$ cat config.mk
export PLATFORM = sky130hd
export DESIGN_NAME = etc8_timer
export DESIGN_NICKNAME = d
export VERILOG_FILES = /design/src/shared/etc8_pkg.sv /design/src/rtl/etc8_prescaler.sv /design/src/rtl/etc8_timer.sv
export SDC_FILE = /design/constraint.sdc
export NUM_CORES = 1
export LEC_CHECK = 0
export BUFFER_PORTS_ARGS = -buffer_cell sky130_fd_sc_hd__buf_4
export CORE_ASPECT_RATIO = 1.1
export CORE_UTILIZATION = 57
export CTS_BUF_LIST = sky130_fd_sc_hd__clkbuf_4 sky130_fd_sc_hd__clkbuf_8
export DETAILED_ROUTE_END_ITERATION = 12
export PLACE_DENSITY_LB_ADDON = 0.25
export SYNTH_ARGS = -nofsm -noshare
export SYNTH_HDL_FRONTEND = slang
export SYNTH_SLANG_ARGS = --single-unit
$ cat constraint.sdc
create_clock -name pclk -period 3.78 [get_ports pclk]
set_input_delay 0.756 -clock pclk [delete_from_list [all_inputs] [get_ports pclk]]
set_output_delay 0.756 -clock pclk [all_outputs]
set_load 0.1 [all_outputs]
$ cat src/shared/etc8_pkg.sv
// Constants shared by the 8-bit timer/event counter, its checker and its testbench.
// Assumes an APB slave with 32-bit data on pclk; registers sit in low bits.

package etc8_pkg;

   // -----------------------------------------------------------------
   // Register byte addresses
   // -----------------------------------------------------------------
   localparam logic [11:0] ADDR_COUNT_VALUE = 12'h000;
   localparam logic [11:0] ADDR_CONTROL     = 12'h004;
   localparam logic [11:0] ADDR_INTC        = 12'h008;
   localparam logic [11:0] ADDR_PORT_A      = 12'h00c;
   localparam logic [11:0] ADDR_OPTION      = 12'h010;

   // -----------------------------------------------------------------
   // Control fields and reset values
   // -----------------------------------------------------------------
   localparam int          PSC_LSB      = 0;
   localparam int          PSC_MSB      = 2;
   localparam int          EDGE_BIT     = 3;
   localparam int          RUN_BIT      = 4;
   localparam int          MODE_LSB     = 6;
   localparam int          MODE_MSB     = 7;
   localparam logic [7:0]  CTRL_RESET   = 8'h08;
   localparam logic [7:0]  CTRL_WMASK   = 8'hdf;

   // Interrupt control fields
   localparam int          IRQ_EN_BIT   = 3;
   localparam int          OVF_FLAG_BIT = 6;

   // Port A line used by the divider output
   localparam int          PA_DIV_BIT   = 3;
   localparam logic [7:0]  PA_RESET     = 8'hff;

   // Option register fields
   localparam int          OPT_DIV_BIT  = 0;

   localparam logic [7:0]  COUNT_TOP    = 8'hff;
   localparam logic [7:0]  COUNT_ONE    = 8'h01;

   // -----------------------------------------------------------------
   // Operating modes
   // -----------------------------------------------------------------
   localparam logic [1:0]  MODE_UNUSED  = 2'h0;
   localparam logic [1:0]  MODE_EVENT   = 2'h1;
   localparam logic [1:0]  MODE_TIMER   = 2'h2;
   localparam logic [1:0]  MODE_PULSE   = 2'h3;

   typedef enum logic [1:0] {
      ETC8_PW_IDLE,
      ETC8_PW_MEASURE,
      ETC8_PW_DONE
   } etc8_pw_state_e;

endpackage

$ cat src/rtl/etc8_prescaler.sv
// Free-running divider that yields one-cycle count ticks.
// Assumes pclk domain; clears under asynchronous reset.

module etc8_prescaler #(
   parameter int DIV_BITS = 7
) (
   input  wire logic       pclk,
   input  wire logic       presetn,
   input  wire logic [2:0] sel,
   input  wire logic       hold,
   output logic            tick
);

   logic [DIV_BITS-1:0] div_count;
   logic [DIV_BITS:0]   mask;

   // ----------------------------------------------------------------
   // Divider
   // ----------------------------------------------------------------
   // Advances every edge except while a read holds off the clock
   always_ff @(posedge pclk or negedge presetn) begin
      if (!presetn) begin
         div_count <= '0;
      end else if (!hold) begin
         div_count <= div_count + 1'b1;
      end
   end

   // Tick when low sel bits of the divider are all ones (sel 0 = every cycle)
   always_comb begin
      mask = ((DIV_BITS+1)'(1) << sel) - 1'b1;
      tick = !hold && ((div_count & mask[DIV_BITS-1:0]) == mask[DIV_BITS-1:0]);
   end

endmodule

$ cat src/rtl/etc8_timer.sv
// 8-bit timer/event counter with preload, prescaler and divider output.
// Assumes an APB master on pclk; the count pin is async, wake is a registered output.

module etc8_timer #(
   parameter int DIV_BITS = 7
) (
   input  wire logic        pclk,
   input  wire logic        presetn,
   input  wire logic        warm_reset_n,
   input  wire logic        psel,
   input  wire logic        penable,
   input  wire logic        pwrite,
   input  wire logic [11:0] paddr,
   input  wire logic [31:0] pwdata,
   input  wire logic [3:0]  pstrb,
   output logic [31:0]      prdata,
   output logic             pready,
   output logic             pslverr,
   input  wire logic        count_pin,
   output logic             freq_divider_out,
   output logic             irq,
   output logic             wake
);

   logic [7:0]               count_value;
   logic [7:0]               preload;
   logic [7:0]               counter_control;
   logic                     overflow_flag;
   logic                     overflow_irq_enable;
   logic [7:0]               port_a;
   logic                     div_option;
   logic                     div_toggle;
   logic                     pin_meta;
   logic                     pin_sync;
   logic                     pin_prev;
   logic                     wr_en;
   logic                     rd_en;
   logic                     hit;
   logic                     count_rd;
   logic                     presc_tick;
   logic                     rise;
   logic                     fall;
   logic                     tick;
   logic                     overflow;
   logic                     pw_start;
   logic                     pw_stop;
   logic                     lane0;
   logic [1:0]               mode;
   logic                     running;
   logic                     sel_count;
   logic                     sel_control;
   logic                     sel_intc;
   logic                     sel_port_a;
   logic                     sel_option;
   logic                     wr_count;
   logic                     wr_control;
   logic                     wr_intc;
   logic                     wr_port_a;
   logic                     wr_option;
   logic                     count_load;
   logic                     pw_finish;
   etc8_pkg::etc8_pw_state_e pw_state;

   // ----------------------------------------------------------------
   // APB decode
   // ----------------------------------------------------------------
   // Zero-wait slave: every access completes in its first access cycle
   assign pready  = 1'b1;
   assign wr_en   = psel && penable && pwrite;
   assign rd_en   = psel && penable && !pwrite;
   assign lane0   = pstrb[0];
   assign pslverr = psel && penable && !hit;

   // One select per mapped register; any other address is refused
   assign sel_count   = (paddr == etc8_pkg::ADDR_COUNT_VALUE);
   assign sel_control = (paddr == etc8_pkg::ADDR_CONTROL);
   assign sel_intc    = (paddr == etc8_pkg::ADDR_INTC);
   assign sel_port_a  = (paddr == etc8_pkg::ADDR_PORT_A);
   assign sel_option  = (paddr == etc8_pkg::ADDR_OPTION);
   assign hit         = sel_count || sel_control || sel_intc || sel_port_a || sel_option;

   // Writes land only with byte lane 0 enabled
   assign wr_count    = wr_en && lane0 && sel_count;
   assign wr_control  = wr_en && lane0 && sel_control;
   assign wr_intc     = wr_en && lane0 && sel_intc;
   assign wr_port_a   = wr_en && lane0 && sel_port_a;
   assign wr_option   = wr_en && lane0 && sel_option;

   // A counter read freezes the count clock for its access cycle
   assign count_rd    = rd_en && sel_count;

   // Mode field and run bit as seen by the counting logic
   assign mode    = counter_control[etc8_pkg::MODE_MSB:etc8_pkg::MODE_LSB];
   assign running = counter_control[etc8_pkg::RUN_BIT];

   // ----------------------------------------------------------------
   // Pin synchroniser and edge detect
   // ----------------------------------------------------------------
   // Two flops before any logic sees the pin
   always_ff @(posedge pclk or negedge presetn) begin
      if (!presetn) begin
         pin_meta <= 1'b0;
         pin_sync <= 1'b0;
         pin_prev <= 1'b0;
      end else begin
         pin_meta <= count_pin;
         pin_sync <= pin_meta;
         pin_prev <= pin_sync;
      end
   end

   // One-cycle strobes on each synchronised pin edge
   assign rise = pin_sync && !pin_prev;
   assign fall = !pin_sync && pin_prev;

   // ----------------------------------------------------------------
   // Prescaler
   // ----------------------------------------------------------------
   // Internal count clock, frozen together with the counter during a read
   etc8_prescaler #(
      .DIV_BITS (DIV_BITS)
   ) u_presc (
      .pclk    (pclk),
      .presetn (presetn),
      .sel     (counter_control[etc8_pkg::PSC_MSB:etc8_pkg::PSC_LSB]),
      .hold    (count_rd),
      .tick    (presc_tick)
   );

   // ----------------------------------------------------------------
   // Count clock selection
   // ----------------------------------------------------------------
   // Edge select picks start/stop level for pulse measurement
   assign pw_start = counter_control[etc8_pkg::EDGE_BIT] ? rise : fall;
   assign pw_stop  = counter_control[etc8_pkg::EDGE_BIT] ? fall : rise;

   // Count strobe per mode; blocked during a counter read
   always_comb begin
      tick = 1'b0;
      case (mode)
         etc8_pkg::MODE_EVENT: begin
            tick = counter_control[etc8_pkg::EDGE_BIT] ? fall : rise;
         end
         etc8_pkg::MODE_TIMER: begin
            tick = presc_tick;
         end
         etc8_pkg::MODE_PULSE: begin
            tick = presc_tick && (pw_state == etc8_pkg::ETC8_PW_MEASURE);
         end
         default: begin
            tick = 1'b0;
         end
      endcase
      tick = tick && running && !count_rd;
   end

   assign overflow = tick && (count_value == etc8_pkg::COUNT_TOP);

   // Stop edge while measuring ends the single measurement
   assign pw_finish = (mode == etc8_pkg::MODE_PULSE) && (pw_state == etc8_pkg::ETC8_PW_MEASURE)
                      && pw_stop;

   // A stopped counter takes a preload write directly
   assign count_load = wr_count && !running;

   // ----------------------------------------------------------------
   // Pulse-width sequencer
   // ----------------------------------------------------------------
   // Waits for the start edge, measures, then passes through done back to idle as the finish clears the run bit
   always_ff @(posedge pclk or negedge presetn) begin
      if (!presetn) begin
         pw_state <= etc8_pkg::ETC8_PW_IDLE;
      end else if (mode != etc8_pkg::MODE_PULSE || !running) begin
         pw_state <= etc8_pkg::ETC8_PW_IDLE;
      end else begin
         case (pw_state)
            etc8_pkg::ETC8_PW_IDLE: begin
               if (pw_start) begin
                  pw_state <= etc8_pkg::ETC8_PW_MEASURE;
               end
            end
            etc8_pkg::ETC8_PW_MEASURE: begin
               if (pw_finish) begin
                  pw_state <= etc8_pkg::ETC8_PW_DONE;
               end
            end
            etc8_pkg::ETC8_PW_DONE: begin
               pw_state <= etc8_pkg::ETC8_PW_DONE;
            end
            default: begin
               pw_state <= etc8_pkg::ETC8_PW_IDLE;
            end
         endcase
      end
   end

   // ----------------------------------------------------------------
   // Control register
   // ----------------------------------------------------------------
   // Cold reset only; warm reset leaves contents untouched
   always_ff @(posedge pclk or negedge presetn) begin
      if (!presetn) begin
         counter_control <= etc8_pkg::CTRL_RESET;
      end else if (wr_control) begin
         counter_control <= pwdata[7:0] & etc8_pkg::CTRL_WMASK;
      end else if (pw_finish) begin
         counter_control[etc8_pkg::RUN_BIT] <= 1'b0;
      end
   end

   // ----------------------------------------------------------------
   // Preload and counter
   // ----------------------------------------------------------------
   // Preload always takes the write
   always_ff @(posedge pclk or negedge presetn) begin
      if (!presetn) begin
         preload <= '0;
      end else if (wr_count) begin
         preload <= pwdata[7:0];
      end
   end

   // Counter: load when stopped, reload on overflow, else count up
   always_ff @(posedge pclk or negedge presetn) begin
      if (!presetn) begin
         count_value <= '0;
      end else if (count_load) begin
         count_value <= pwdata[7:0];
      end else if (overflow) begin
         count_value <= preload;
      end else if (tick) begin
         count_value <= count_value + etc8_pkg::COUNT_ONE;
      end
   end

   // ----------------------------------------------------------------
   // Interrupt control, port A and options
   // ----------------------------------------------------------------
   // Interrupt enable is purely software owned
   always_ff @(posedge pclk or negedge presetn) begin
      if (!presetn) begin
         overflow_irq_enable <= 1'b0;
      end else if (wr_intc) begin
         overflow_irq_enable <= pwdata[etc8_pkg::IRQ_EN_BIT];
      end
   end

   // Overflow sets the flag; a set beats a same-cycle software clear
   always_ff @(posedge pclk or negedge presetn) begin
      if (!presetn) begin
         overflow_flag <= 1'b0;
      end else if (overflow) begin
         overflow_flag <= 1'b1;
      end else if (wr_intc) begin
         overflow_flag <= pwdata[etc8_pkg::OVF_FLAG_BIT];
      end
   end

   // Port A output latch; line 3 gates the divider output
   always_ff @(posedge pclk or negedge presetn) begin
      if (!presetn) begin
         port_a <= etc8_pkg::PA_RESET;
      end else if (wr_port_a) begin
         port_a <= pwdata[7:0];
      end
   end

   // Option bit routes the divider onto port A line 3
   always_ff @(posedge pclk or negedge presetn) begin
      if (!presetn) begin
         div_option <= 1'b0;
      end else if (wr_option) begin
         div_option <= pwdata[etc8_pkg::OPT_DIV_BIT];
      end
   end

   // ----------------------------------------------------------------
   // Divider output, interrupt and wake
   // ----------------------------------------------------------------
   // Toggle per overflow gives half the overflow rate
   always_ff @(posedge pclk or negedge presetn) begin
      if (!presetn) begin
         div_toggle <= 1'b0;
      end else if (overflow) begin
         div_toggle <= !div_toggle;
      end
   end

   // Divider pin: follows port A line 3, gated by the toggle when selected
   always_ff @(posedge pclk or negedge presetn) begin
      if (!presetn) begin
         freq_divider_out <= 1'b0;
      end else if (div_option) begin
         freq_divider_out <= port_a[etc8_pkg::PA_DIV_BIT] && div_toggle;
      end else begin
         freq_divider_out <= port_a[etc8_pkg::PA_DIV_BIT];
      end
   end

   // Interrupt request line, masked by the enable
   always_ff @(posedge pclk or negedge presetn) begin
      if (!presetn) begin
         irq <= 1'b0;
      end else begin
         irq <= overflow_flag && overflow_irq_enable;
      end
   end

   // One-cycle wake pulse per overflow
   always_ff @(posedge pclk or negedge presetn) begin
      if (!presetn) begin
         wake <= 1'b0;
      end else begin
         wake <= overflow;
      end
   end

   // ----------------------------------------------------------------
   // Read mux
   // ----------------------------------------------------------------
   // Read data is zero outside a read access
   always_comb begin
      prdata = '0;
      if (rd_en) begin
         case (paddr)
            etc8_pkg::ADDR_COUNT_VALUE: prdata[7:0] = count_value;
            etc8_pkg::ADDR_CONTROL:     prdata[7:0] = counter_control;
            etc8_pkg::ADDR_INTC: begin
               prdata[etc8_pkg::IRQ_EN_BIT]   = overflow_irq_enable;
               prdata[etc8_pkg::OVF_FLAG_BIT] = overflow_flag;
            end
            etc8_pkg::ADDR_PORT_A:      prdata[7:0] = port_a;
            etc8_pkg::ADDR_OPTION:      prdata[etc8_pkg::OPT_DIV_BIT] = div_option;
            default:                    prdata = '0;
         endcase
      end
   end

   // ----------------------------------------------------------------
   // Warm reset
   // ----------------------------------------------------------------
   // A warm reset leaves control, counter and preload as they are, so
   // the input is only observed here and drives no state
   logic warm_unused;
   assign warm_unused = warm_reset_n;

endmodule

; After elaboration in Yosys (flattened, before gate mapping)
; Index checks and enable logic that the tools add are counted.
[word_totals]
regBits = 50
input_bits = 55
output_inout_bits = 37
word_cells = 99
[op_classes]
n_addsub = 3
eq_ne = 14
shift = 1
mux = 22
bitwise_logic = 1
reduce_logical = 41
[op_table]
columns = op, n
row1 = 2-to-1 mux 8 bit, 4
row2 = "== test 12 x 4 -> 1 bit, second input constant", 2
row3 = logical AND 1 bit, 23
row4 = case mux 2 bit (3 select lines), 3
row5 = "== test 12 x 3 -> 1 bit, second input constant", 1
row6 = "== test 12 x 5 -> 1 bit, second input constant", 1
row7 = zero test 12 bit, 1
row8 = case mux 1 bit (4 select lines), 3
row9 = "adder 8 x 1 -> 8 bit, second input constant", 1
row10 = "== test 8 bit, second input constant", 1
row11 = "adder 7 x 1 -> 7 bit, second input constant", 1
row12 = AND 7 bit, 1
row13 = == test 7 bit, 1
row14 = zero test 1 bit, 7
row15 = 2-to-1 mux 1 bit, 7
row16 = "<< shifter 1 x 3 -> 7 bit, first input constant", 1
row17 = "subtractor 7 x 1 -> 7 bit, second input constant", 1
row18 = "== test 2 bit, second input constant", 3
row19 = 2-to-1 mux 2 bit, 3
row20 = case mux 1 bit (3 select lines), 2
row21 = logical OR 1 bit, 5
row22 = "== test 2 x 1 -> 1 bit, second input constant", 2
row23 = nonzero test 2 bit, 2
row24 = "!= test 3 x 2 -> 1 bit, second input constant", 1
row25 = other kinds (5), 5

; Logic depth before layout (Yosys ltp)
[depth]
depth_word = 12
ltp_mapped = 10
mapped_depth_nobuf = 9

; By module
; A second synthesis with hierarchy kept.
[unflattened]
cells_unflattened = 274
hier_area_um2 = 2924.1
[by_module_without_submodules]
columns = mod, instances, cells_each, area_each_um2, seq_area_each_um2
row1 = etc8_timer, 1, 243, 2555.0, 1087.3
row2 = etc8_prescaler, 1, 31, 369.1, 175.2

; Worst setup path after synthesis
; No wires, ideal clock.
[synth_path]
path_type = input to output
start = in paddr[7]
end = out prdata[0]
t_arrival_ns = 4.738
t_required_ns = 3.024
slack_ns = -1.714
cell_stages = 3
path_buffers = 0
path_cell_list = or4_4 nor4_4 nor4b_1
[synth_via]
elab_chain_cells = 3
word_cells_on_any_way = 6
cone_classes = eq/ne: 3 / mux: 2 / reduce/logical: 1
[synth_rtl]
columns = item, line_no
row1 = start: declaration, etc8_timer.sv:13  ; input wire logic [11:0] paddr,
row2 = == test 12 x 5 -> 1 bit (tied with other cells), etc8_timer.sv:325  ; case (paddr)
row3 = case mux 1 bit (4 select lines) (*), etc8_timer.sv:325
row4 = 2-to-1 mux 8 bit (*), etc8_timer.sv:324  ; if (rd_en) begin
row5 = end: declaration, etc8_timer.sv:16  ; output logic [31:0] prdata,
; Mark *: on every way between the ends. The rest lies on a longest branch, timed or not.

; Final worst setup path
[layout_path]
start = in paddr[7]
end = out prdata[4]
[layout_via]
elab_chain_cells = 3
word_cells_on_any_way = 5
cone_classes = eq/ne: 2 / mux: 2 / reduce/logical: 1
[layout_rtl]
columns = item, line_no
row1 = == test 12 x 4 -> 1 bit (tied with other cells), etc8_timer.sv:325
row2 = case mux 2 bit (3 select lines) (*), etc8_timer.sv:325
row3 = 2-to-1 mux 8 bit (*), etc8_timer.sv:324
; Marks and branches as above.

==> run metrics <==
Die X-Extent slightly above 70 um; Int Power 0.894 mW; Top FF cell, synth dfrtp_1; setup ws final around 0.73 ns; Final setup viols 0; vias in the first global route 2049; Worst path slowest cell or4_4; crit path buf inv count 2; Antenna Violating Nets Remaining 0; Hold WC Path Type reg -> reg; Initial Util between 50 and 60%; final core occ 66.6%; Crit path top cell by count buf_4; Rel. slew slack approximately 24%; fin crit share 80.7%; flops & latches, synth 50; most common cell after layout, fill and taps aside dfrtp_1; Antenna Cells 0; share of cells above drive strength 1 30.2%; commonest non-fill, non-tap cells in the layout dfrtp_1 (41), buf_4 (40), mux2_2 (25), conb_1 (25), nand2_1 (18); CP required 3.02 ns; MaxCap Viol Count 0; PwrDens 379 mW/mm2; Power Total 1.27 mW; DR vias between 2000 and 2500; Setup Skew 0.00428 ns; startpoint types primary input; largest vdd supply drop between 0.2 and 0.25 mV; clock sinks 50; Clk pwr share 36.1%; ys async rst share 100%; vias per cell 5.90; Net Sw Frac around 30%; WHS 0.387 ns; Tightest Pin Transition around 1.1 ns; WL/cell 15.9 um; CTS clock-pin slew for the worst setup and hold paths 0.09 ns; Core Area roughly 0.0050 mm2; final wirelength 6.01 mm; Worst Path Arrival about 2.3 ns; Port Buffers 38; biggest fanout along the worst timing path 5; DR iter-0 viols 188; H-tree Lvls 2; Root Buffer clkbuf_8; Worst setup startpoint paddr[7]; Synth Area per Inst 10.4 um2; delay-heaviest family, CP simple AND/OR/NAND/NOR gates; Flop pwr share 47.7%; number of library cell types mapped by synthesis 54; largest net degree at the start of global routing 51; overall routing resource usage 23.4%; Worst R2R Start counter_control[0]$_DFFE_PN0P_; sequential share of the synthesized area a little over two fifths; leak pwr 1.53 nW; deepest clock path buffer count 2; Pins Over Slew Limit 0; Final Net Count 380; Die Y 77.8 um; Layout area overhead 12.6%; Top-Level Pins 92; number of gates resized after cts 0; synthesized cell area between 0.002 and 0.003 mm2; placed cell areas 0.00321 mm2; number of synthesized flops with an enable pin 0; num rows 27; failing checks design-rule violations; status complete, but fails checks; CP Class in -> out; initial antenna violation count 0; first-pass GRT wire length about 9.9 mm; CP endpoint kind output pin; worst-skew pair later-pin latency approximately 0.30 ns; YS warnings 0; Psw around 0.38 mW; gr ovfl total 0; Tmin final 3.05 ns; die area ~0.0055 mm2; dpl ws 0.738 ns; FMAX approximately 330 MHz; crit path cell chain buf_4 > or4_4 > nor4_4 > nand2_1 > nor2_1 > buf_4; post-synthesis cell count 286; CTS tree yes; RePlAce Congestion around 0.85; Design Area, Final 0.00335 mm2; hold_buf cts 0; dpl hpwl roughly 4.5 mm; Hold Fails Final Rpt 0; cts bufs inserted 5; Max stage delay on crit path between 0.5 and 0.6 ns; post-CTS setup buffers 0; DR pass1 iterations 9; hold path start pin_meta$_DFF_PN0_; r2r setup slk 0.90 ns; combinational share of power 16.2%; RSZ-0062 raised after global routing no; # DRC 12
==> kinds of logic (layout without fill, tap and decap cells) <==
logic type,count (synthesis),after routing,synth area share (%)
simple gates,86,86,16.3
flops,50,50,42.4
compound gates,48,48,11.9
buf+inv,48,60,9.78
mux,38,38,14.7
xor+xnor,9,9,2.64
fa+ha+maj,5,5,2.10
other cells,2,25,0.252
==> metrics by stage <==
step / instances / setup TNS, ns
after floorplan: 309 / -0.255
after global placement: 371 / 0
after detailed placement: 371 / 0
after CTS: 379 / 0
after global routing: 379 / 0
final: 379 / 0
==> synth_stat cells (4+ instances only) <==
cell      instances  area share [%]
ha_1              5             2.1
dfstp_2           9             7.9
o21ai_0          13             2.2
and3_1            4            0.84
a21oi_1           6             1.0
clkbuf_1          6            0.76
mux2_2           25             9.4
nand4_1           6             1.3
dfrtp_1          41              34
nand2_1          18             2.3
xnor2_1           6             1.8
buf_4            27             6.8
inv_1            12             1.5
a221o_1           6             2.0
nor3_1            8             1.3
a22oi_1           5             1.3
nor2b_1           5             1.0
mux2i_1          11             3.7
nor2_1           15             1.9
nand3_1          10             1.7
==> flip-flops by register name, indices dropped and copies added (netlist names), 2 cells and up <==
name               cells
count_value            8
counter_control        7
port_a                 8
preload                8
pw_state               2
u_presc.div_count      7
==> path summary, 6_finish.rpt <==
check	end	cells after the start
max	prdata[4]	6
min	pin_sync$_DFF_PN0_	0
max reg2reg	count_value[5]$_DFFE_PN0P_	8
min reg2reg	pin_sync$_DFF_PN0_	0
max in group asynchronous	u_presc.div_count[3]$_DFFE_PN0N_	1
min in group asynchronous	pin_prev$_DFF_PN0_	1
==> layer usage <==
metal,part of all wire [%],track usage (%),routed length [um]
met1,44,31.9,2660
met2,51,37.7,3070
met3,4.2,4.68,251
met4,0.60,7.40,36
met5,0,0,0
==> area by class of cell <==
class	instances	area, um2
Timing Repair Buffer	40	300
Clock inverter	2	60.1
Fill cell	402	1680
Tap cell	58	72.6
Clock buffer	6	82.6
Inverter	12	45.0
Multi-Input combinational cell	211	1530
Sequential cell	50	1260
==> power by group through the flow <==
stage / clock (mW) / sequential, mW / combinational, mW
2_1_floorplan: 0 / 0.603 / 0.182
4_1_cts: 0.466 / 0.605 / 0.208
3_3_place_gp: 0 / 0.613 / 0.205
5_1_grt: 0.489 / 0.610 / 0.222
6_report: 0.459 / 0.606 / 0.207
3_5_place_dp: 0 / 0.615 / 0.208
(Power assumes the default switching activity.)
